--- src/uhie_pkg.sv ---
// uhie_pkg: constants for the host interrupt enable and frame index block
`default_nettype none

package uhie_pkg;

  // ---------------------------------------------------------------------------
  // bus geometry
  // ---------------------------------------------------------------------------
  localparam int              ADDR_W        = 12;        // apb address width
  localparam logic [11:0]     OFS_COMMAND   = 12'h020;   // host_command
  localparam logic [11:0]     OFS_STATUS    = 12'h024;   // host_status
  localparam logic [11:0]     OFS_INTR_EN   = 12'h028;   // interrupt_enable
  localparam logic [11:0]     OFS_FRAME_IDX = 12'h02c;   // frame_index

  // ---------------------------------------------------------------------------
  // status and enable bit positions (same layout in both registers)
  // ---------------------------------------------------------------------------
  localparam int              BIT_ASYNC_ADV = 5;         // async advance
  localparam int              BIT_SYS_ERR   = 4;         // host system error
  localparam int              BIT_ROLLOVER  = 3;         // frame list rollover
  localparam int              BIT_PORT_CHG  = 2;         // port change
  localparam int              BIT_XFER_ERR  = 1;         // transfer error
  localparam int              BIT_XFER_DONE = 0;         // transfer complete
  localparam int              BIT_HALTED    = 12;        // halted_flag in status
  localparam int              SRC_N         = 6;         // number of sources
  localparam logic [5:0]      DEFER_MASK    = 6'h23;     // wait for threshold
  localparam logic [5:0]      IMMED_MASK    = 6'h1c;     // raised at once

  // ---------------------------------------------------------------------------
  // command register fields
  // ---------------------------------------------------------------------------
  localparam int              BIT_RUN_STOP  = 0;         // run_stop
  localparam int              LSS_LSB       = 2;         // list_size_sel[1:0]
  localparam int              THR_LSB       = 16;        // threshold[7:0]
  localparam logic [1:0]      LSS_1024      = 2'h0;      // 1024 entries
  localparam logic [1:0]      LSS_512       = 2'h1;      // 512 entries
  localparam logic [1:0]      LSS_256       = 2'h2;      // 256 entries

  // ---------------------------------------------------------------------------
  // frame index geometry
  // ---------------------------------------------------------------------------
  localparam int              FIDX_W        = 14;        // implemented bits
  localparam int              ROLL_BIT_1024 = 13;        // toggles on wrap
  localparam int              ROLL_BIT_512  = 12;
  localparam int              ROLL_BIT_256  = 11;

  // ---------------------------------------------------------------------------
  // reset values
  // ---------------------------------------------------------------------------
  localparam logic [5:0]      INTR_EN_RST   = 6'h00;
  localparam logic [5:0]      FLAGS_RST     = 6'h00;
  localparam logic [13:0]     FIDX_RST      = 14'h0000;
  localparam logic [7:0]      THRESH_RST    = 8'h08;     // microframes
  localparam logic [1:0]      LSS_RST       = 2'h0;
  localparam logic            RUN_RST       = 1'b0;
  localparam logic            HALTED_RST    = 1'b1;

  // ---------------------------------------------------------------------------
  // timing
  // ---------------------------------------------------------------------------
  localparam int              CLK_PERIOD_NS = 20;        // 50 mhz
  localparam int              UFRAME_NS     = 125000;    // 125 us microframe
  localparam int              UFRAME_CYCLES_DFLT = UFRAME_NS / CLK_PERIOD_NS;
  localparam int              UFRAME_CNT_W  = 13;        // holds the default

endpackage : uhie_pkg

`default_nettype wire

--- src/uhie_top.sv ---
// uhie_top: interrupt enable masking and frame index counter, apb slave
//
// Summary of operation
// irq only when enabled source active
// disabled sources still set their status flags
// async advance irq waits for threshold
// system error irq raised at once
// rollover irq raised at once
// port change irq raised at once
// transfer error irq waits for threshold
// transfer done irq waits for threshold
// clearing status flag drops its irq
// software writes reserved bits as zero
// frame index steps every 125 us
// index bits n..3 select list entry
// software writes frame index as words
// frame index writable only while halted
// software never writes index while running
// written index changes sof frame number
// n is 12, 11, 10 by size
// fourteen bits; bits 13..3 give sof
// rollover flag set on list index wrap
// threshold tick counts whole microframes
// irq is or of eligible sources
//
// The APB interface to the registers was chosen for this implementation.
`timescale 1ns/10ps
`default_nettype none

module uhie_top
  import uhie_pkg::*;
#(
  parameter int UFRAME_CYCLES = UFRAME_CYCLES_DFLT  // cycles per microframe
) (
  input  wire logic              clk,                 // controller clock
  input  wire logic              reset,               // async, active high
  input  wire logic              psel,                // apb select
  input  wire logic              penable,             // apb access phase
  input  wire logic              pwrite,              // apb direction
  input  wire logic [ADDR_W-1:0] paddr,               // apb byte address
  input  wire logic [31:0]       pwdata,              // apb write data
  output logic [31:0]            prdata,              // apb read data
  output logic                   pready,              // apb ready
  output logic                   pslverr,             // apb error
  input  wire logic              async_advance_evt,   // schedule advanced
  input  wire logic              system_error_evt,    // host access error
  input  wire logic              port_change_evt,     // port changed
  input  wire logic              transfer_error_evt,  // transaction error
  input  wire logic              transfer_done_evt,   // transaction complete
  output logic                   host_irq,            // host interrupt
  output logic [9:0]             list_index,          // periodic list entry
  output logic [10:0]            sof_frame_number     // sof frame number
);

  // ---------------------------------------------------------------------------
  // state
  // ---------------------------------------------------------------------------
  typedef struct packed {
    logic [5:0]  irq_en;          // interrupt_enable bits 5..0
    logic [5:0]  flags;           // host_status bits 5..0
    logic [5:0]  armed;           // deferred source passed a threshold
    logic        run_stop;        // run control
    logic [1:0]  list_size_sel;   // frame list size
    logic [7:0]  thresh;          // threshold in microframes
    logic        halted_flag;     // controller halted
    logic [13:0] frame_index;     // frame index counter
    logic [9:0]  list_idx;        // registered list entry index
    logic [10:0] sof_num;         // registered sof frame number
    logic [31:0] rdata;           // registered read data
    logic        irq;             // registered interrupt
  } uhie_state_s;

  uhie_state_s st_q;              // registered state
  uhie_state_s st_d;              // next state

  logic        setup_rd;          // read setup phase
  logic        access_wr;         // write access phase
  logic        addr_hit;          // address is mapped
  logic [5:0]  ev_set;            // hardware set vector
  logic [5:0]  sw_clr;            // software clear vector
  logic        advancing;         // counter may step
  logic        uf_tick;           // microframe boundary
  logic        thr_tick;          // interrupt threshold boundary
  logic [7:0]  thr_last;          // threshold terminal count
  logic [13:0] fidx_inc;          // frame index plus one
  logic        roll_evt;          // list index wrapped
  logic        fidx_wr;           // accepted frame index write
  logic [31:0] rd_mux;            // read data selection

  // ---------------------------------------------------------------------------
  // apb decode
  // ---------------------------------------------------------------------------

  // zero wait states: every access completes in its first access cycle
  assign pready    = 1'b1;
  assign setup_rd  = psel && !penable && !pwrite;
  assign access_wr = psel && penable && pwrite;
  assign addr_hit  = (paddr == OFS_COMMAND) || (paddr == OFS_STATUS) ||
                     (paddr == OFS_INTR_EN) || (paddr == OFS_FRAME_IDX);
  // unmapped addresses answer with an error and change nothing
  assign pslverr   = psel && penable && !addr_hit;
  assign prdata    = st_q.rdata;

  // read mux; reserved bits read as zero
  always_comb begin
    rd_mux = 32'h0000_0000;
    case (paddr)
      OFS_COMMAND: begin
        rd_mux[BIT_RUN_STOP]       = st_q.run_stop;
        rd_mux[LSS_LSB +: 2]       = st_q.list_size_sel;
        rd_mux[THR_LSB +: 8]       = st_q.thresh;
      end
      OFS_STATUS: begin
        rd_mux[SRC_N-1:0]          = st_q.flags;
        rd_mux[BIT_HALTED]         = st_q.halted_flag;
      end
      OFS_INTR_EN: begin
        rd_mux[SRC_N-1:0]          = st_q.irq_en;
      end
      OFS_FRAME_IDX: begin
        rd_mux[FIDX_W-1:0]         = st_q.frame_index;
      end
      default: begin
        rd_mux = 32'h0000_0000;
      end
    endcase
  end

  // ---------------------------------------------------------------------------
  // microframe and threshold timing
  // ---------------------------------------------------------------------------

  // the counter only steps while running and not yet reported halted
  assign advancing = st_q.run_stop && !st_q.halted_flag;

  // microframe divider, restarted whenever the controller halts
  uhie_tick_div #(
    .W      (UFRAME_CNT_W)
  ) u_uframe_div (
    .clk    (clk),
    .reset  (reset),
    .clear  (!advancing),
    .enable (advancing),
    .last   (UFRAME_CNT_W'(UFRAME_CYCLES - 1)),
    .tick   (uf_tick)
  );

  // a zero threshold setting is taken as one microframe
  assign thr_last = (st_q.thresh == 8'h00) ? 8'h00 : st_q.thresh - 8'h01;

  // threshold counts microframe ticks
  uhie_tick_div #(
    .W      (8)
  ) u_thresh_div (
    .clk    (clk),
    .reset  (reset),
    .clear  (!advancing),
    .enable (uf_tick),
    .last   (thr_last),
    .tick   (thr_tick)
  );

  // ---------------------------------------------------------------------------
  // frame index stepping and rollover
  // ---------------------------------------------------------------------------
  assign fidx_inc = st_q.frame_index + 14'h0001;

  // wrap of the list index shows as a toggle of the bit above n
  always_comb begin
    roll_evt = 1'b0;
    if (uf_tick) begin
      case (st_q.list_size_sel)
        LSS_1024: begin
          roll_evt = st_q.frame_index[ROLL_BIT_1024] != fidx_inc[ROLL_BIT_1024];
        end
        LSS_512: begin
          roll_evt = st_q.frame_index[ROLL_BIT_512] != fidx_inc[ROLL_BIT_512];
        end
        default: begin
          roll_evt = st_q.frame_index[ROLL_BIT_256] != fidx_inc[ROLL_BIT_256];
        end
      endcase
    end
  end

  // writes land only while halted; others are dropped
  assign fidx_wr = access_wr && (paddr == OFS_FRAME_IDX) && st_q.halted_flag;

  // ---------------------------------------------------------------------------
  // event and clear vectors
  // ---------------------------------------------------------------------------
  always_comb begin
    ev_set                = 6'h00;
    ev_set[BIT_ASYNC_ADV] = async_advance_evt;
    ev_set[BIT_SYS_ERR]   = system_error_evt;
    ev_set[BIT_ROLLOVER]  = roll_evt;
    ev_set[BIT_PORT_CHG]  = port_change_evt;
    ev_set[BIT_XFER_ERR]  = transfer_error_evt;
    ev_set[BIT_XFER_DONE] = transfer_done_evt;
  end

  // status bits are write-one-to-clear
  assign sw_clr = (access_wr && (paddr == OFS_STATUS)) ? pwdata[SRC_N-1:0] : 6'h00;

  // ---------------------------------------------------------------------------
  // next state
  // ---------------------------------------------------------------------------
  always_comb begin
    st_d = st_q;

    // flags set regardless of enable; a set beats a clear
    st_d.flags = (st_q.flags & ~sw_clr) | ev_set;

    // deferred sources arm at a threshold, disarm with their flag
    st_d.armed = st_q.armed;
    if (thr_tick) begin
      st_d.armed = st_q.armed | (st_q.flags & st_q.irq_en & DEFER_MASK);
    end
    st_d.armed = st_d.armed & st_d.flags;

    // enable register; reserved bits are not stored
    if (access_wr && (paddr == OFS_INTR_EN)) begin
      st_d.irq_en = pwdata[SRC_N-1:0];
    end

    // command register
    if (access_wr && (paddr == OFS_COMMAND)) begin
      st_d.run_stop      = pwdata[BIT_RUN_STOP];
      st_d.list_size_sel = pwdata[LSS_LSB +: 2];
      st_d.thresh        = pwdata[THR_LSB +: 8];
    end
    // a system error stops execution, beating a software run
    if (system_error_evt) begin
      st_d.run_stop = 1'b0;
    end

    // halted follows run control one cycle later
    st_d.halted_flag = !st_q.run_stop;

    // frame index: load while halted, else step each microframe
    if (fidx_wr) begin
      st_d.frame_index = pwdata[FIDX_W-1:0];
    end else if (uf_tick) begin
      st_d.frame_index = fidx_inc;
    end

    // list entry index from bits n..3, with the size that now holds
    case (st_d.list_size_sel)
      LSS_1024: begin
        st_d.list_idx = st_d.frame_index[12:3];
      end
      LSS_512: begin
        st_d.list_idx = {1'b0, st_d.frame_index[11:3]};
      end
      default: begin
        st_d.list_idx = {2'b00, st_d.frame_index[10:3]};
      end
    endcase

    // sof number from bits 13..3
    st_d.sof_num = st_d.frame_index[13:3];

    // capture read data in the setup phase
    if (setup_rd) begin
      st_d.rdata = rd_mux;
    end

    // or of enabled sources, deferred ones once armed
    st_d.irq = |(st_d.flags & st_d.irq_en & (IMMED_MASK | st_d.armed));
  end

  // state register
  always_ff @(posedge clk or posedge reset) begin
    if (reset) begin
      st_q.irq_en        <= INTR_EN_RST;
      st_q.flags         <= FLAGS_RST;
      st_q.armed         <= 6'h00;
      st_q.run_stop      <= RUN_RST;
      st_q.list_size_sel <= LSS_RST;
      st_q.thresh        <= THRESH_RST;
      st_q.halted_flag   <= HALTED_RST;
      st_q.frame_index   <= FIDX_RST;
      st_q.list_idx      <= 10'h000;
      st_q.sof_num       <= 11'h000;
      st_q.rdata         <= 32'h0000_0000;
      st_q.irq           <= 1'b0;
    end else begin
      st_q <= st_d;
    end
  end

  // outputs
  assign host_irq         = st_q.irq;
  assign list_index       = st_q.list_idx;
  assign sof_frame_number = st_q.sof_num;
endmodule : uhie_top

`default_nettype wire

--- src/uhie_tick_div.sv ---
// uhie_tick_div: enabled modulo counter giving a one-cycle tick
`timescale 1ns/10ps
`default_nettype none

module uhie_tick_div
  import uhie_pkg::*;
#(
  parameter int W = 8                            // counter width
) (
  input  wire logic         clk,                 // controller clock
  input  wire logic         reset,               // async, active high
  input  wire logic         clear,               // restart from zero
  input  wire logic         enable,              // count this cycle
  input  wire logic [W-1:0] last,                // terminal count
  output logic              tick                 // one cycle at terminal
);

  // ---------------------------------------------------------------------------
  // state
  // ---------------------------------------------------------------------------
  typedef struct packed {
    logic [W-1:0] cnt;                           // running count
  } uhie_div_s;

  uhie_div_s st_q;                               // registered state
  uhie_div_s st_d;                               // next state

  // >= so a shrunk terminal count still wraps at once
  assign tick = enable && !clear && (st_q.cnt >= last);

  // next count: hold, step or wrap
  always_comb begin
    st_d = st_q;
    if (clear) begin
      st_d.cnt = '0;
    end else if (enable) begin
      st_d.cnt = tick ? '0 : st_q.cnt + W'(1);
    end
  end

  // state register
  always_ff @(posedge clk or posedge reset) begin
    if (reset) begin
      st_q <= '0;
    end else begin
      st_q <= st_d;
    end
  end

endmodule : uhie_tick_div

`default_nettype wire

--- config.mk ---
export PLATFORM = sky130hd
export DESIGN_NAME = uhie_top
export DESIGN_NICKNAME = d
export VERILOG_FILES = /design/src/uhie_pkg.sv /design/src/uhie_top.sv /design/src/uhie_tick_div.sv
export SDC_FILE = /design/constraint.sdc
export NUM_CORES = 1
export LEC_CHECK = 0
export BUFFER_PORTS_ARGS = -buffer_cell sky130_fd_sc_hd__buf_2
export CAP_MARGIN = 20
export CORE_MARGIN = 2
export CORE_UTILIZATION = 35
export DETAILED_ROUTE_END_ITERATION = 10
export PLACE_DENSITY_LB_ADDON = 0.25
export SYNTH_ARGS = -nofsm -noshare
export SYNTH_HDL_FRONTEND = slang
export SYNTH_HIERARCHICAL = 1
export SYNTH_SLANG_ARGS = --single-unit
--- constraint.sdc ---
create_clock -name clk -period 3.9 [get_ports clk]
set_input_delay 0 -clock clk [delete_from_list [all_inputs] [get_ports clk]]
set_output_delay 0 -clock clk [all_outputs]
set_load 0.01 [all_outputs]
==> summary.txt <==
Status: complete, no violations
Clk sinks: 87
Pin count of the biggest net entering global routing: 51
Placeable core area: 15,700 sq um
WHS: 0.0115 ns
Sw Pwr: 0.451 mW
Cell count after synthesis: 584
Relative slew slack: 0.286
Synth Cell Area: 5570 sq um
DP Cell Count: 842
CTS Buffer Depth: 2
Max_cap viols: 0
Comb pwr share: 0.065
# diodes: 0
Slowest cell on crit path: or4b_2
Tcrit/Tclk final: 0.891
Setup Skew: 0.00761 ns
Avg Vias per Cell: 5.05
Post-synth cell types: 70
Post-route ant nets: 0
Cell area after layout: 6540 sq um
Die X: 130 microns
DP HPWL: 10,000 microns
Die Ht: 130 microns
Top cell by count, worst path: nand4_1
TritonCTS Buffers: 9
Iteration-0 DRC Markers: 274
Final setup margin: 0.426 ns
Final setup vio count: 0
Ports: 110
Post-synth EDFFs: 0
Clock power frac: 0.444
Vias in the first global route: 4,384
Post-synth top area cell: dfrtp_1
FFs w/ async S/R, synth: 1.00
Sequential-to-total area share from yosys stat: 0.392
Final Util: 0.416
Clk Latency, worst-skew pair: 0.34 ns
Ranking of synthesized cells by area: dfrtp_1 38%, buf_4 7.4%, ha_1 5.6%, mux2_2 3.4%, nand4_1 2.9%
Sequential share of power: 0.491
Layout cells sized above 1: 0.236
Global-route wire length before repair: 22,300 microns
CP Cell Sequence: or3_1 -> or4b_2 -> nand2_1 -> inv_1 -> ha_1 -> nand4_1 -> o31a_1 -> nor2b_1 -> a21oi_1 -> or2_2 -> a31oi_1 -> a32oi_1 -> nand4_1
Synth warnings: 6
Starting density of the core: 0.354
Xor and xnor area share after synthesis: 0.0252
GR Overflow Total: 0
Die area: 16,900 sq um
Top-area cell type share of the netlist area: 0.382
Largest family of logic cells by synthesized area: simple AND/OR/NAND/NOR gates
CTS H-tree lvls: 3
Slew Viols, Final: 0
Simple logic cell fraction of the synthesized area: 0.201
Tightest Pin Transition: 1.06 ns
Number of port buffers: 88
Pleak: 3.05 nW
Layout overhead on the synthesized area: 17.5%
Clock slew at reported path FFs: 0.07 ns
Mux contribution to synthesized area: 0.0591
Count leader, synth: dfrtp_1
Ys flop type: dfrtp_1
CP Capture Type: flop
Placer Congestion: 0.814
# nets final: 751
Via count: 4,510
TritonCTS clock tree: yes
Initial antenna violation count: 0
Internal power: 1.39 mW
Minimum clock period: 3.47 ns
Setup TNS: 0 ns
Total Wirelength: 13,900 microns
PD cells: 282 nW/um^2
CTS resizes: 0
Adder-cell share of the synthesized area: 0.0562
Peak supply drop: 179 uV
DP Area: 5910 sq um
CP required: 4.17 ns
Average size of a mapped cell: 9.53 sq um
Sw Ratio: 0.245
Root buf cell: clkbuf_16
Worst Path Max Fanout: 4
Total track usage: 0.168
Drt wl/cell: 15.6 microns
Critical path's top delay family: simple AND/OR/NAND/NOR gates
Synth Register Bits: 87
Crit path arrival time: 3.74 ns
Total Power: 1.84 mW
Final hold violations: 0
Initial DRT Pass Iterations: 4
Post-route insts no fill: 893
Worst path max stage delay: 0.64 ns
Hold/Removal Path Class: input port to flop
Peak Freq: 288 MHz
Row Count: 46
Critical path buffer and inverter count: 1
Post-place setup slack: 0.443 ns
CP Class: flop to flop
Synth Area in Compound Gates: 0.147
Drt drc: 0
Post-synth top cells: 85 x dfrtp_1, 55 x buf_4, 43 x nand2_1
Unrepaired setup endpoints after global routing: false
Crit start category: flop
cells in the final DEF (no fill, tap or decap), types with 5 or more instances in the layout:
master	netlist	routed
a21o_1	6	6
a21oi_1	29	29
a22o_1	15	15
a22oi_1	6	6
a31oi_1	8	8
and3_1	6	6
buf_2	7	88
buf_4	55	9
clkbuf_16	0	9
conb_1	2	24
dfrtp_1	85	85
dlygate4sd3_1	0	35
ha_1	25	25
inv_1	37	36
mux2_2	17	17
mux2i_1	7	7
nand2_1	43	43
nand2b_1	7	7
nand3_1	20	20
nand4_1	26	26
nor2_1	39	39
nor2b_1	8	8
nor3_1	8	8
o21a_1	5	5
o21ai_0	13	13
or3_1	5	5
xnor2_1	10	10
xor2_1	6	6
cell families after synthesis:
logic type      count (synthesis)
simple gates                  197
compound gates                115
buf+inv                       115
flops                          87
mux                            27
fa+ha+maj                      25
xor+xnor                       16
other cells                     2
cell type report:
type                            instances  area [sq um]
Multi-Input combinational cell        404          2810
Clock buffer                            9           225
Timing Repair Buffer                  132           858
Clock inverter                          7          55.1
Inverter                               38           143
Fill cell                            1521          9180
Sequential cell                        87          2180
Tap cell                              216           270
path summary, 6_finish.rpt:
| kind | slack, ns | to | cells past startpoint | startpoint |
|---|---|---|---|---|
| min in group asynchronous | 0.18 | u_thresh_div/st_q[6]$_DFFE_PP0P_ | 3 | reset |
| worst min register to register | 0.46 | st_q[68]$_DFF_PP1_ | 1 | st_q[79]$_DFFE_PP0P_ |
| worst max-delay path | 0.43 | host_irq$_DFF_PP0_ | 13 | st_q[75]$_DFFE_PP0P_ |
| worst max register to register | 0.43 | host_irq$_DFF_PP0_ | 13 | st_q[75]$_DFFE_PP0P_ |
| worst min-delay path | 0.01 | prdata[2]$_DFFE_PP0P_ | 4 | paddr[7] |
| max in group asynchronous | 2.71 | st_q[65]$_DFF_PP0_ | 4 | reset |
power groups by stage:
stage | Sequential [mW] | Combinational (mW) | Clock (mW)
after CTS | 0.903 | 0.121 | 0.843
after floorplan | 0.920 | 0.0586 | 0
after global placement | 0.921 | 0.0951 | 0
final | 0.904 | 0.120 | 0.819
after detailed placement | 0.921 | 0.0975 | 0
after global routing | 0.903 | 0.136 | 0.879
tightest hold or removal path: stages:
cell and delay (ns):
buf_2 0.10, nor4_4 0.06, nand4_1 0.08, o21ai_0 0.06
layer usage:
layer | vias to the layer above | routed length, microns | global-route usage
li1 | 2200 | - | -
met4 | 0 | 212 | 0.0563
met5 | - | 0 | 0
met2 | 93 | 6600 | 0.262
met3 | 12 | 475 | 0.0320
met1 | 2205 | 6620 | 0.234
state kept, by name, summed over array words and instances (netlist names):
| register | cells |
|---|---|
| prdata | 22 |
| u_uframe_div/st_q | 13 |
| host_irq | 1 |
| list_index | 10 |
| u_thresh_div/st_q | 8 |
| st_q | 33 |
timing repair:
item / 4_1_cts / 5_1_grt
endpoints found under the hold margin: 74 / 0
hold buffers: 35 / 0
buffers inserted: 0 / 0
Power figures use the tool's default switching activity.
